### src/hw/spdif_in_pkg.sv
// Constants shared by the serial audio input stage and its line clock divider.
// Assumes a single 50 MHz core clock and an APB register bus.
package spdif_in_pkg;

  // ----------------------------------------------------------------------
  // Framing formats and word widths
  // ----------------------------------------------------------------------
  typedef enum logic [1:0] {
    FMT_LEFT_JUST  = 2'h0,
    FMT_I2S        = 2'h1,
    FMT_RIGHT_JUST = 2'h2
  } frame_fmt_t;

  localparam logic [1:0] WCODE_16 = 2'h0;
  localparam logic [1:0] WCODE_18 = 2'h1;
  localparam logic [1:0] WCODE_20 = 2'h2;
  localparam logic [1:0] WCODE_24 = 2'h3;

  localparam logic [5:0] WIDTH_16    = 6'h10;
  localparam logic [5:0] WIDTH_18    = 6'h12;
  localparam logic [5:0] WIDTH_20    = 6'h14;
  localparam logic [5:0] WIDTH_24    = 6'h18;
  localparam int         WORD_BITS   = 24;
  localparam logic [5:0] HALF_SLOTS  = 6'h20;
  localparam logic [5:0] SLOT_MAX    = 6'h3f;
  localparam logic [5:0] I2S_DELAY   = 6'h01;

  // ----------------------------------------------------------------------
  // Oversampling ratios; the line clock tick runs at 128 times frame rate
  // ----------------------------------------------------------------------
  localparam logic [1:0] DIV_FOR_256 = 2'h2;
  localparam logic [1:0] DIV_FOR_384 = 2'h3;

  // ----------------------------------------------------------------------
  // Register map
  // ----------------------------------------------------------------------
  localparam logic [11:0] CTRL_OFFSET   = 12'h000;
  localparam logic [11:0] STATUS_OFFSET = 12'h004;
  localparam logic [11:0] LEFT_OFFSET   = 12'h008;
  localparam logic [11:0] RIGHT_OFFSET  = 12'h00c;

  localparam int CTRL_FMT_LSB   = 0;
  localparam int CTRL_WIDTH_LSB = 2;
  localparam int CTRL_RATIO_BIT = 4;
  localparam int CTRL_EN_BIT    = 5;
  localparam int STAT_LEFT_BIT  = 16;

  localparam logic [1:0] CTRL_WIDTH_RESET = WCODE_24;
  localparam logic       CTRL_RATIO_RESET = 1'b0;
  localparam logic       CTRL_EN_RESET    = 1'b0;

endpackage

### src/hw/line_clock_divider.sv
// Divides the oversampling clock down to the biphase line clock tick.
// Assumes the oversampling clock edge arrives as a one-cycle core pulse.
module line_clock_divider (
  // Clock and reset
  input  wire logic       core_clk,
  input  wire logic       rst_n,
  // Oversampling edge and ratio
  input  wire logic       os_rise,
  input  wire logic       ratio_384,
  // Line clock
  output logic            line_tick,
  output logic            line_clk
);

  logic [1:0] div_cnt_reg;
  logic [1:0] div_len;

  assign div_len = ratio_384 ? spdif_in_pkg::DIV_FOR_384
                             : spdif_in_pkg::DIV_FOR_256;

  always_ff @(posedge core_clk or negedge rst_n) begin
    if (!rst_n) begin
      div_cnt_reg <= 2'h0;
      line_tick   <= 1'b0;
      line_clk    <= 1'b0;
    end else begin
      line_tick <= 1'b0;
      if (os_rise) begin
        if (div_cnt_reg >= div_len - 2'h1) begin
          div_cnt_reg <= 2'h0;
          line_tick   <= 1'b1;
          line_clk    <= ~line_clk;
        end else begin
          div_cnt_reg <= div_cnt_reg + 2'h1;
        end
      end
    end
  end

  a_div_period: assert property (
    @(posedge core_clk) disable iff (!rst_n)
    line_tick |-> $past(div_cnt_reg) == $past(div_len) - 2'h1)
    else $error("line tick at wrong oversampling count");

  a_div_tick_cause: assert property (
    @(posedge core_clk) disable iff (!rst_n)
    line_tick |-> $past(os_rise))
    else $error("line tick without oversampling edge");

endmodule

### src/hw/serial_audio_input.sv
// Serial audio input stage of the digital audio transmitter, with APB slave.
// Assumes bit clock, word clock, data and oversampling clock are synchronous
// to core_clk and no faster than half its rate.
//
// Design decisions made here: the placing of the registers and the APB register port.
module serial_audio_input (
  // Clock and reset
  input  wire logic        core_clk,
  input  wire logic        rst_n,
  // APB slave
  input  wire logic        psel,
  input  wire logic        penable,
  input  wire logic        pwrite,
  input  wire logic [11:0] paddr,
  input  wire logic [31:0] pwdata,
  output logic [31:0]      prdata,
  output logic             pready,
  output logic             pslverr,
  // Serial audio source
  input  wire logic        bit_clock,
  input  wire logic        frame_sync,
  input  wire logic        serial_sample_line,
  input  wire logic        oversample_clock,
  // To the biphase encoder
  output logic [23:0]      sample_word,
  output logic             sample_left,
  output logic             sample_valid,
  output logic             line_tick,
  output logic             line_clk
);

  // ----------------------------------------------------------------------
  // Decoding helpers
  // ----------------------------------------------------------------------
  function automatic logic [5:0] width_of(input logic [1:0] code);
    case (code)
      spdif_in_pkg::WCODE_16: width_of = spdif_in_pkg::WIDTH_16;
      spdif_in_pkg::WCODE_18: width_of = spdif_in_pkg::WIDTH_18;
      spdif_in_pkg::WCODE_20: width_of = spdif_in_pkg::WIDTH_20;
      default:                width_of = spdif_in_pkg::WIDTH_24;
    endcase
  endfunction

  function automatic logic [1:0] reg_sel(input logic [11:0] addr);
    case (addr)
      spdif_in_pkg::CTRL_OFFSET:   reg_sel = 2'h0;
      spdif_in_pkg::STATUS_OFFSET: reg_sel = 2'h1;
      spdif_in_pkg::LEFT_OFFSET:   reg_sel = 2'h2;
      default:                     reg_sel = 2'h3;
    endcase
  endfunction

  function automatic logic mapped(input logic [11:0] addr);
    mapped = (addr == spdif_in_pkg::CTRL_OFFSET)
          || (addr == spdif_in_pkg::STATUS_OFFSET)
          || (addr == spdif_in_pkg::LEFT_OFFSET)
          || (addr == spdif_in_pkg::RIGHT_OFFSET);
  endfunction

  // ----------------------------------------------------------------------
  // Control and status registers
  // ----------------------------------------------------------------------
  spdif_in_pkg::frame_fmt_t fmt_reg;
  logic [1:0]               wcode_reg;
  logic                     ratio_reg;
  logic                     enable_reg;
  logic [15:0]              count_reg;
  logic [23:0]              left_reg;
  logic [23:0]              right_reg;
  logic                     ctrl_written_reg;
  logic                     access;
  logic                     wr_ctrl;

  assign access  = psel && penable && !pready;
  assign wr_ctrl = access && pwrite
                && (paddr == spdif_in_pkg::CTRL_OFFSET);

  always_ff @(posedge core_clk or negedge rst_n) begin
    if (!rst_n) begin
      fmt_reg          <= spdif_in_pkg::FMT_I2S;
      wcode_reg        <= spdif_in_pkg::CTRL_WIDTH_RESET;
      ratio_reg        <= spdif_in_pkg::CTRL_RATIO_RESET;
      enable_reg       <= spdif_in_pkg::CTRL_EN_RESET;
      ctrl_written_reg <= 1'b0;
    end else if (wr_ctrl) begin
      ctrl_written_reg <= 1'b1;
      wcode_reg  <= pwdata[spdif_in_pkg::CTRL_WIDTH_LSB +: 2];
      ratio_reg  <= pwdata[spdif_in_pkg::CTRL_RATIO_BIT];
      enable_reg <= pwdata[spdif_in_pkg::CTRL_EN_BIT];
      case (pwdata[spdif_in_pkg::CTRL_FMT_LSB +: 2])
        2'h0:    fmt_reg <= spdif_in_pkg::FMT_LEFT_JUST;
        2'h2:    fmt_reg <= spdif_in_pkg::FMT_RIGHT_JUST;
        default: fmt_reg <= spdif_in_pkg::FMT_I2S;
      endcase
    end
  end

  a_fmt_default: assert property (
    @(posedge core_clk) disable iff (!rst_n)
    !ctrl_written_reg |-> fmt_reg == spdif_in_pkg::FMT_I2S)
    else $error("format not I2S before first control write");

  // ----------------------------------------------------------------------
  // APB answer
  // ----------------------------------------------------------------------
  always_ff @(posedge core_clk or negedge rst_n) begin
    if (!rst_n) begin
      pready  <= 1'b0;
      pslverr <= 1'b0;
      prdata  <= 32'h0;
    end else begin
      pready  <= access;
      pslverr <= access && !mapped(paddr);
      prdata  <= 32'h0;
      if (access && !pwrite && mapped(paddr)) begin
        case (reg_sel(paddr))
          2'h0:    prdata <= {26'h0, enable_reg, ratio_reg, wcode_reg,
                              fmt_reg};
          2'h1:    prdata <= {15'h0, sample_left, count_reg};
          2'h2:    prdata <= {8'h0, left_reg};
          default: prdata <= {8'h0, right_reg};
        endcase
      end
    end
  end

  a_apb_answer: assert property (@(posedge core_clk) disable iff (!rst_n)
    (psel && penable && !pready) |=> pready ##1 !pready)
    else $error("APB answer not one cycle after access");

  // ----------------------------------------------------------------------
  // Bit clock edge and slot position
  // ----------------------------------------------------------------------
  logic       bclk_prev_reg;
  logic       fs_prev_reg;
  logic [5:0] slot_reg;
  logic       bit_edge;
  logic [5:0] slot_now;
  logic [5:0] width;
  logic [5:0] start_slot;
  logic [5:0] last_slot;
  logic       in_word;
  logic       left_level;

  assign bit_edge = bit_clock && !bclk_prev_reg;
  assign width    = width_of(wcode_reg);

  always_comb begin
    if (frame_sync != fs_prev_reg) begin
      slot_now = 6'h0;
    end else if (slot_reg == spdif_in_pkg::SLOT_MAX) begin
      slot_now = slot_reg;
    end else begin
      slot_now = slot_reg + 6'h1;
    end
  end

  always_comb begin
    case (fmt_reg)
      spdif_in_pkg::FMT_I2S: begin
        start_slot = spdif_in_pkg::I2S_DELAY;
        left_level = 1'b0;
      end
      spdif_in_pkg::FMT_RIGHT_JUST: begin
        start_slot = spdif_in_pkg::HALF_SLOTS - width;
        left_level = 1'b1;
      end
      default: begin
        start_slot = 6'h0;
        left_level = 1'b1;
      end
    endcase
  end

  assign last_slot = start_slot + width - 6'h1;
  assign in_word   = (slot_now >= start_slot) && (slot_now <= last_slot);

  always_ff @(posedge core_clk or negedge rst_n) begin
    if (!rst_n) begin
      bclk_prev_reg <= 1'b0;
      fs_prev_reg   <= 1'b0;
      slot_reg      <= spdif_in_pkg::SLOT_MAX;
    end else begin
      bclk_prev_reg <= bit_clock;
      if (bit_edge) begin
        fs_prev_reg <= frame_sync;
        slot_reg    <= slot_now;
      end
    end
  end

  // ----------------------------------------------------------------------
  // Shift in MSB first and hand the word on
  // ----------------------------------------------------------------------
  logic [23:0] shift_reg;
  logic [5:0]  got_reg;
  logic        word_done;

  assign word_done = enable_reg && bit_edge && in_word
                  && (slot_now == last_slot);

  always_ff @(posedge core_clk or negedge rst_n) begin
    if (!rst_n) begin
      shift_reg <= 24'h0;
      got_reg   <= 6'h0;
    end else if (bit_edge && in_word) begin
      if (slot_now == start_slot) begin
        shift_reg <= {23'h0, serial_sample_line};
        got_reg   <= 6'h1;
      end else begin
        shift_reg <= {shift_reg[22:0], serial_sample_line};
        got_reg   <= got_reg + 6'h1;
      end
    end
  end

  always_ff @(posedge core_clk or negedge rst_n) begin
    if (!rst_n) begin
      sample_word  <= 24'h0;
      sample_left  <= 1'b0;
      sample_valid <= 1'b0;
      left_reg     <= 24'h0;
      right_reg    <= 24'h0;
      count_reg    <= 16'h0;
    end else begin
      sample_valid <= word_done;
      if (word_done) begin
        sample_word <= {shift_reg[22:0], serial_sample_line};
        sample_left <= (frame_sync == left_level);
        count_reg   <= count_reg + 16'h1;
        if (frame_sync == left_level) begin
          left_reg <= {shift_reg[22:0], serial_sample_line};
        end else begin
          right_reg <= {shift_reg[22:0], serial_sample_line};
        end
      end
    end
  end

  a_word_bits: assert property (
    @(posedge core_clk) disable iff (!rst_n)
    word_done |-> got_reg == width - 6'h1)
    else $error("word finished with wrong bit count");

  a_chan_level: assert property (
    @(posedge core_clk) disable iff (!rst_n)
    word_done |=> sample_valid && sample_left == ($past(frame_sync)
      == (fmt_reg != spdif_in_pkg::FMT_I2S)))
    else $error("channel not matched to word clock level");

  a_rj_lsb_end: assert property (
    @(posedge core_clk) disable iff (!rst_n)
    (word_done && fmt_reg == spdif_in_pkg::FMT_RIGHT_JUST)
      |-> slot_now == spdif_in_pkg::HALF_SLOTS - 6'h1)
    else $error("right-justified LSB not at the last slot");

  a_msb_slot: assert property (
    @(posedge core_clk) disable iff (!rst_n)
    (bit_edge && fmt_reg == spdif_in_pkg::FMT_I2S && slot_now == 6'h1)
      |=> got_reg == 6'h1)
    else $error("I2S MSB not taken one slot after transition");

  a_valid_pulse: assert property (
    @(posedge core_clk) disable iff (!rst_n)
    sample_valid |=> !sample_valid)
    else $error("sample valid longer than one cycle");

  // ----------------------------------------------------------------------
  // Biphase line clock
  // ----------------------------------------------------------------------
  logic os_prev_reg;
  logic os_rise;

  assign os_rise = oversample_clock && !os_prev_reg;

  always_ff @(posedge core_clk or negedge rst_n) begin
    if (!rst_n) begin
      os_prev_reg <= 1'b0;
    end else begin
      os_prev_reg <= oversample_clock;
    end
  end

  line_clock_divider u_div (
    .core_clk  (core_clk),
    .rst_n     (rst_n),
    .os_rise   (os_rise),
    .ratio_384 (ratio_reg),
    .line_tick (line_tick),
    .line_clk  (line_clk)
  );

endmodule

### config.mk
export PLATFORM = sky130hd
export DESIGN_NAME = serial_audio_input
export DESIGN_NICKNAME = d
export VERILOG_FILES = /design/src/hw/spdif_in_pkg.sv /design/src/hw/line_clock_divider.sv /design/src/hw/serial_audio_input.sv
export SDC_FILE = /design/constraint.sdc
export NUM_CORES = 1
export LEC_CHECK = 0
export BUFFER_PORTS_ARGS = -buffer_cell sky130_fd_sc_hd__buf_4
export CAP_MARGIN = 25
export CORE_UTILIZATION = 53
export CTS_BUF_LIST = sky130_fd_sc_hd__clkbuf_4
export DETAILED_ROUTE_END_ITERATION = 6
export HOLD_SLACK_MARGIN = 0.1
export PLACE_DENSITY = 0.89
export SYNTH_ARGS = -nofsm -noshare
export SYNTH_HDL_FRONTEND = slang
export SYNTH_SLANG_ARGS = --single-unit
### constraint.sdc
create_clock -name core_clk -period 4.03 [get_ports core_clk]
set_input_delay 1.0075 -clock core_clk [delete_from_list [all_inputs] [get_ports core_clk]]
set_output_delay 1.0075 -clock core_clk [all_outputs]
set_load 0.05 [all_outputs]
==> reports/results.ini <==
[run_status]
status = finished, violations left
violations = DRC

[routing]
drc = 2
num_vias = 5253
wl_per_cell_um = 19.4
drt_first_pass_iters = 7
viasPerCell = 5.84
drt_wl_total_um = 17500
final_antenna_net_count = 0
first_iter_violations = 505

[layout]
fillCellCount = 961
syn2layout_area_growth_pct = 18.2
drive_gt1_frac = 0.335
final_nets = 792
fin_cells = 900

[place]
routabilityCongestion = 0.861
port-buffer-count = 80
dp.cells = 856
hpwl_um = 11000

[timing]
finalCritPeriodShare = 0.994
relSlewSlack = 0.356
setup_viol = 0
hold_slack_ns = 0.444
min_period_ns = 4.01
max_freq_mhz = 250
hold_viol_final = 0
slew_violations = 0
finalClockSkew_ns = 0.0243
tightest_slew_ns = 0.963

[setup_path]
critPathSlowestCell = dfstp_2
path_max_fanout = 11
cp_data_arrival_time_ns = 4.48
crit_path_start_kind = flip-flop
path_depth = 17
critical_path.endpoint_type = flip-flop
worstSetupPathType = reg -> reg
crit_buf_inv = 3
reg2reg_depth = 17
path_cells = inv_2 -> ha_4 -> nor2b_4 -> nand2_2 -> ha_4 -> inv_1 -> ha_1 -> a21o_1 -> a21oi_2 -> xnor2_1 -> ha_1 -> and4_4 -> o21ai_0 -> a32oi_2 -> or3_4 -> buf_12 -> a22o_1
reg2reg_from = fmt_reg[0]
critPathCapture = shift_reg[20]
crit_start = fmt_reg[0]
cp.required_ns = 4.51
path_delay_family = adder cells
r2r_end = shift_reg[20]
rrSetupSlack_ns = 0.02
critPathMaxStageDelay_ns = 0.57

[clocking]
cts_buffers = 17
cts.clk_slew.worst_paths_ns = 0.15
cts_num_sinks = 158
htreeDepth = 4
cts_tree = done
clock_tree.root_cell = clkbuf_4
clkLatencyLatePin_ns = 0.58
ctsLongestPathBuffers = 2

[power_and_ir_drop]
max-vdd-ir-drop_uv = 240
power_frac_seq = 0.561
p_clk_frac = 0.309
cellPowerDensity_mw_per_mm2 = 350
swShare = 0.297
cellLeakagePower_nw = 4.36
cell_internal_pwr_mw = 2.14
p_switching_mw = 0.903
pwr-share-comb = 0.131

[yosys]
synth_cells = 616
netlist_area_mm2 = 0.00734
synthFlopType = dfrtp_1
ys_warn_count = 0
yosys-top-cells-area = dfrtp_1 (51%), mux2_2 (8.7%), ha_1 (4.8%)
synth_most_common_cell = dfrtp_1
ys_ff_latch = 158
yosysSeqAreaShare = 0.540
synth_cell_types = 49
synthTopCellsByCount = dfrtp_1 (149), mux2_2 (57), o21ai_0 (40)
async_flop_share = 1.00
synth.top_cell.area_share = 0.508
synth-edff-count = 0
synth_area_leader_cell = dfrtp_1
avgSynthCellArea_um2 = 11.9

[die]
die_w_um = 120
fp.dieArea_mm2 = 0.0143
pin_count = 115
rows = 42
die_h_um = 120
initial_core_util = 0.550
core_mm2 = 0.0133

[global_route]
grt_overflow = 0
grt_pass1_vias = 5259
grt_use_total = 0.245
grt_max_degree = 86
antenna_found_initial = 1
grt_pass1_wl_um = 27000

[job]
drv_cap = 0

[worst_hold_path]
hp-class = in -> async

[how the worst min path moves through the flow]
stage	startpoint	end	cells past startpoint
after global routing	rst_n	sample_valid	1
after CTS	rst_n	sample_valid	1
after detailed placement	count_reg[15]	count_reg[15]	1
final	rst_n	sample_valid	1
after floorplan	count_reg[15]	count_reg[15]	1
after global placement	u_div.line_clk	u_div.line_clk	1
[kinds of logic (layout without fill, tap and decap cells)]
family | Yosys count | in the layout | share of synthesized area
AO/OA/AOI/OAI | 122 | 122 | 0.104
XOR/XNOR | 27 | 27 | 0.0322
adder cells (fa/ha/maj) | 29 | 29 | 0.0505
buffers and inverters | 58 | 158 | 0.0411
flip-flops | 158 | 158 | 0.540
multiplexers | 77 | 77 | 0.128
other | 1 | 9 | 0.000511
AND/OR/NAND/NOR | 144 | 144 | 0.104
[through the flow]
stage	total power [mW]	setup TNS, ns	worst slack, ns	util	area [um2]
2_1_floorplan	1.97	0	0.0357	-	7360
3_3_place_gp	2.08	0	0.0112	0.610	8140
3_5_place_dp	2.11	-6.50	-0.171	0.610	8140
4_1_cts	3.03	0	0.0130	0.637	8500
5_1_grt	3.15	-1.52	-0.0896	0.650	8670
6_report	3.04	0	0.0233	0.650	8670
[final cells by class]
| cell class | count | area (um2) | share of cell area |
|---|---|---|---|
| multi-input cells | 407 | 3190 | 0.368 |
| well taps | 176 | 220 | 0.0254 |
| inverters | 23 | 86.3 | 0.00995 |
| flip-flops and latches | 158 | 3970 | 0.457 |
| repair buffers | 103 | 928 | 0.107 |
| diodes | 1 | 2.50 | 0.000288 |
| clock inverters | 12 | 129 | 0.0149 |
| clock buffers | 20 | 150 | 0.0173 |
[cell usage in the layout, fill, tap and decap left out, types with 3 or more instances in the layout]
cell       count
dfrtp_1      149
buf_4         91
mux2_2        57
o21ai_0       40
a21oi_1       35
nand2_1       31
nor2_1        29
ha_1          24
inv_1         22
a22o_1        22
clkbuf_4      20
mux2_4        19
xor2_1        15
nor3b_1       14
nand3_1       13
xnor2_1       12
dfstp_2        9
and2_1         8
conb_1         8
nor3_1         7
nor4_1         6
a22oi_1        6
o22ai_1        6
buf_12         6
nand4_1        5
nor2b_1        5
nand2b_1       4
clkinv_4       4
and3_1         3
a21o_1         3
and4_1         3
nand2_2        3
ha_4           3
inv_6          3
clkbuf_16      3
[repair_timing]
item | 4_1_cts | 5_1_grt
pin swaps | 2 | 6
buffers inserted | 1 | 5
cloned | 1 | 4
hold buffers | 0 | 0
setup endpoints to repair | 52 | 53
resized for setup | 7 | 11
[worst register-to-register path, delay by kind of cell, from the launching register on]
family,cells,cell delay (ns)
fa+ha+maj,4,1.10
simple gates,4,0.96
flops,1,0.57
xor+xnor,1,0.14
buf+inv,3,0.28
compound gates,5,0.89
[power groups by stage]
stage               Sequential, mW  Combinational [mW]  Clock, mW
floorplan                     1.74               0.233          0
global placement              1.72               0.356          0
detailed placement            1.73               0.374          0
CTS                           1.70               0.379      0.947
global route                  1.71               0.434       1.01
finish                        1.70               0.398      0.938
[per-layer routing]
metal  up-vias  part of all wire  GRT usage
li1       2366                 -          -
met1      2623              0.42      0.316
met2       222              0.51      0.401
met3        42             0.049     0.0447
met4         0             0.029      0.116
met5         -                 0          0
(Power assumes the default switching activity.)
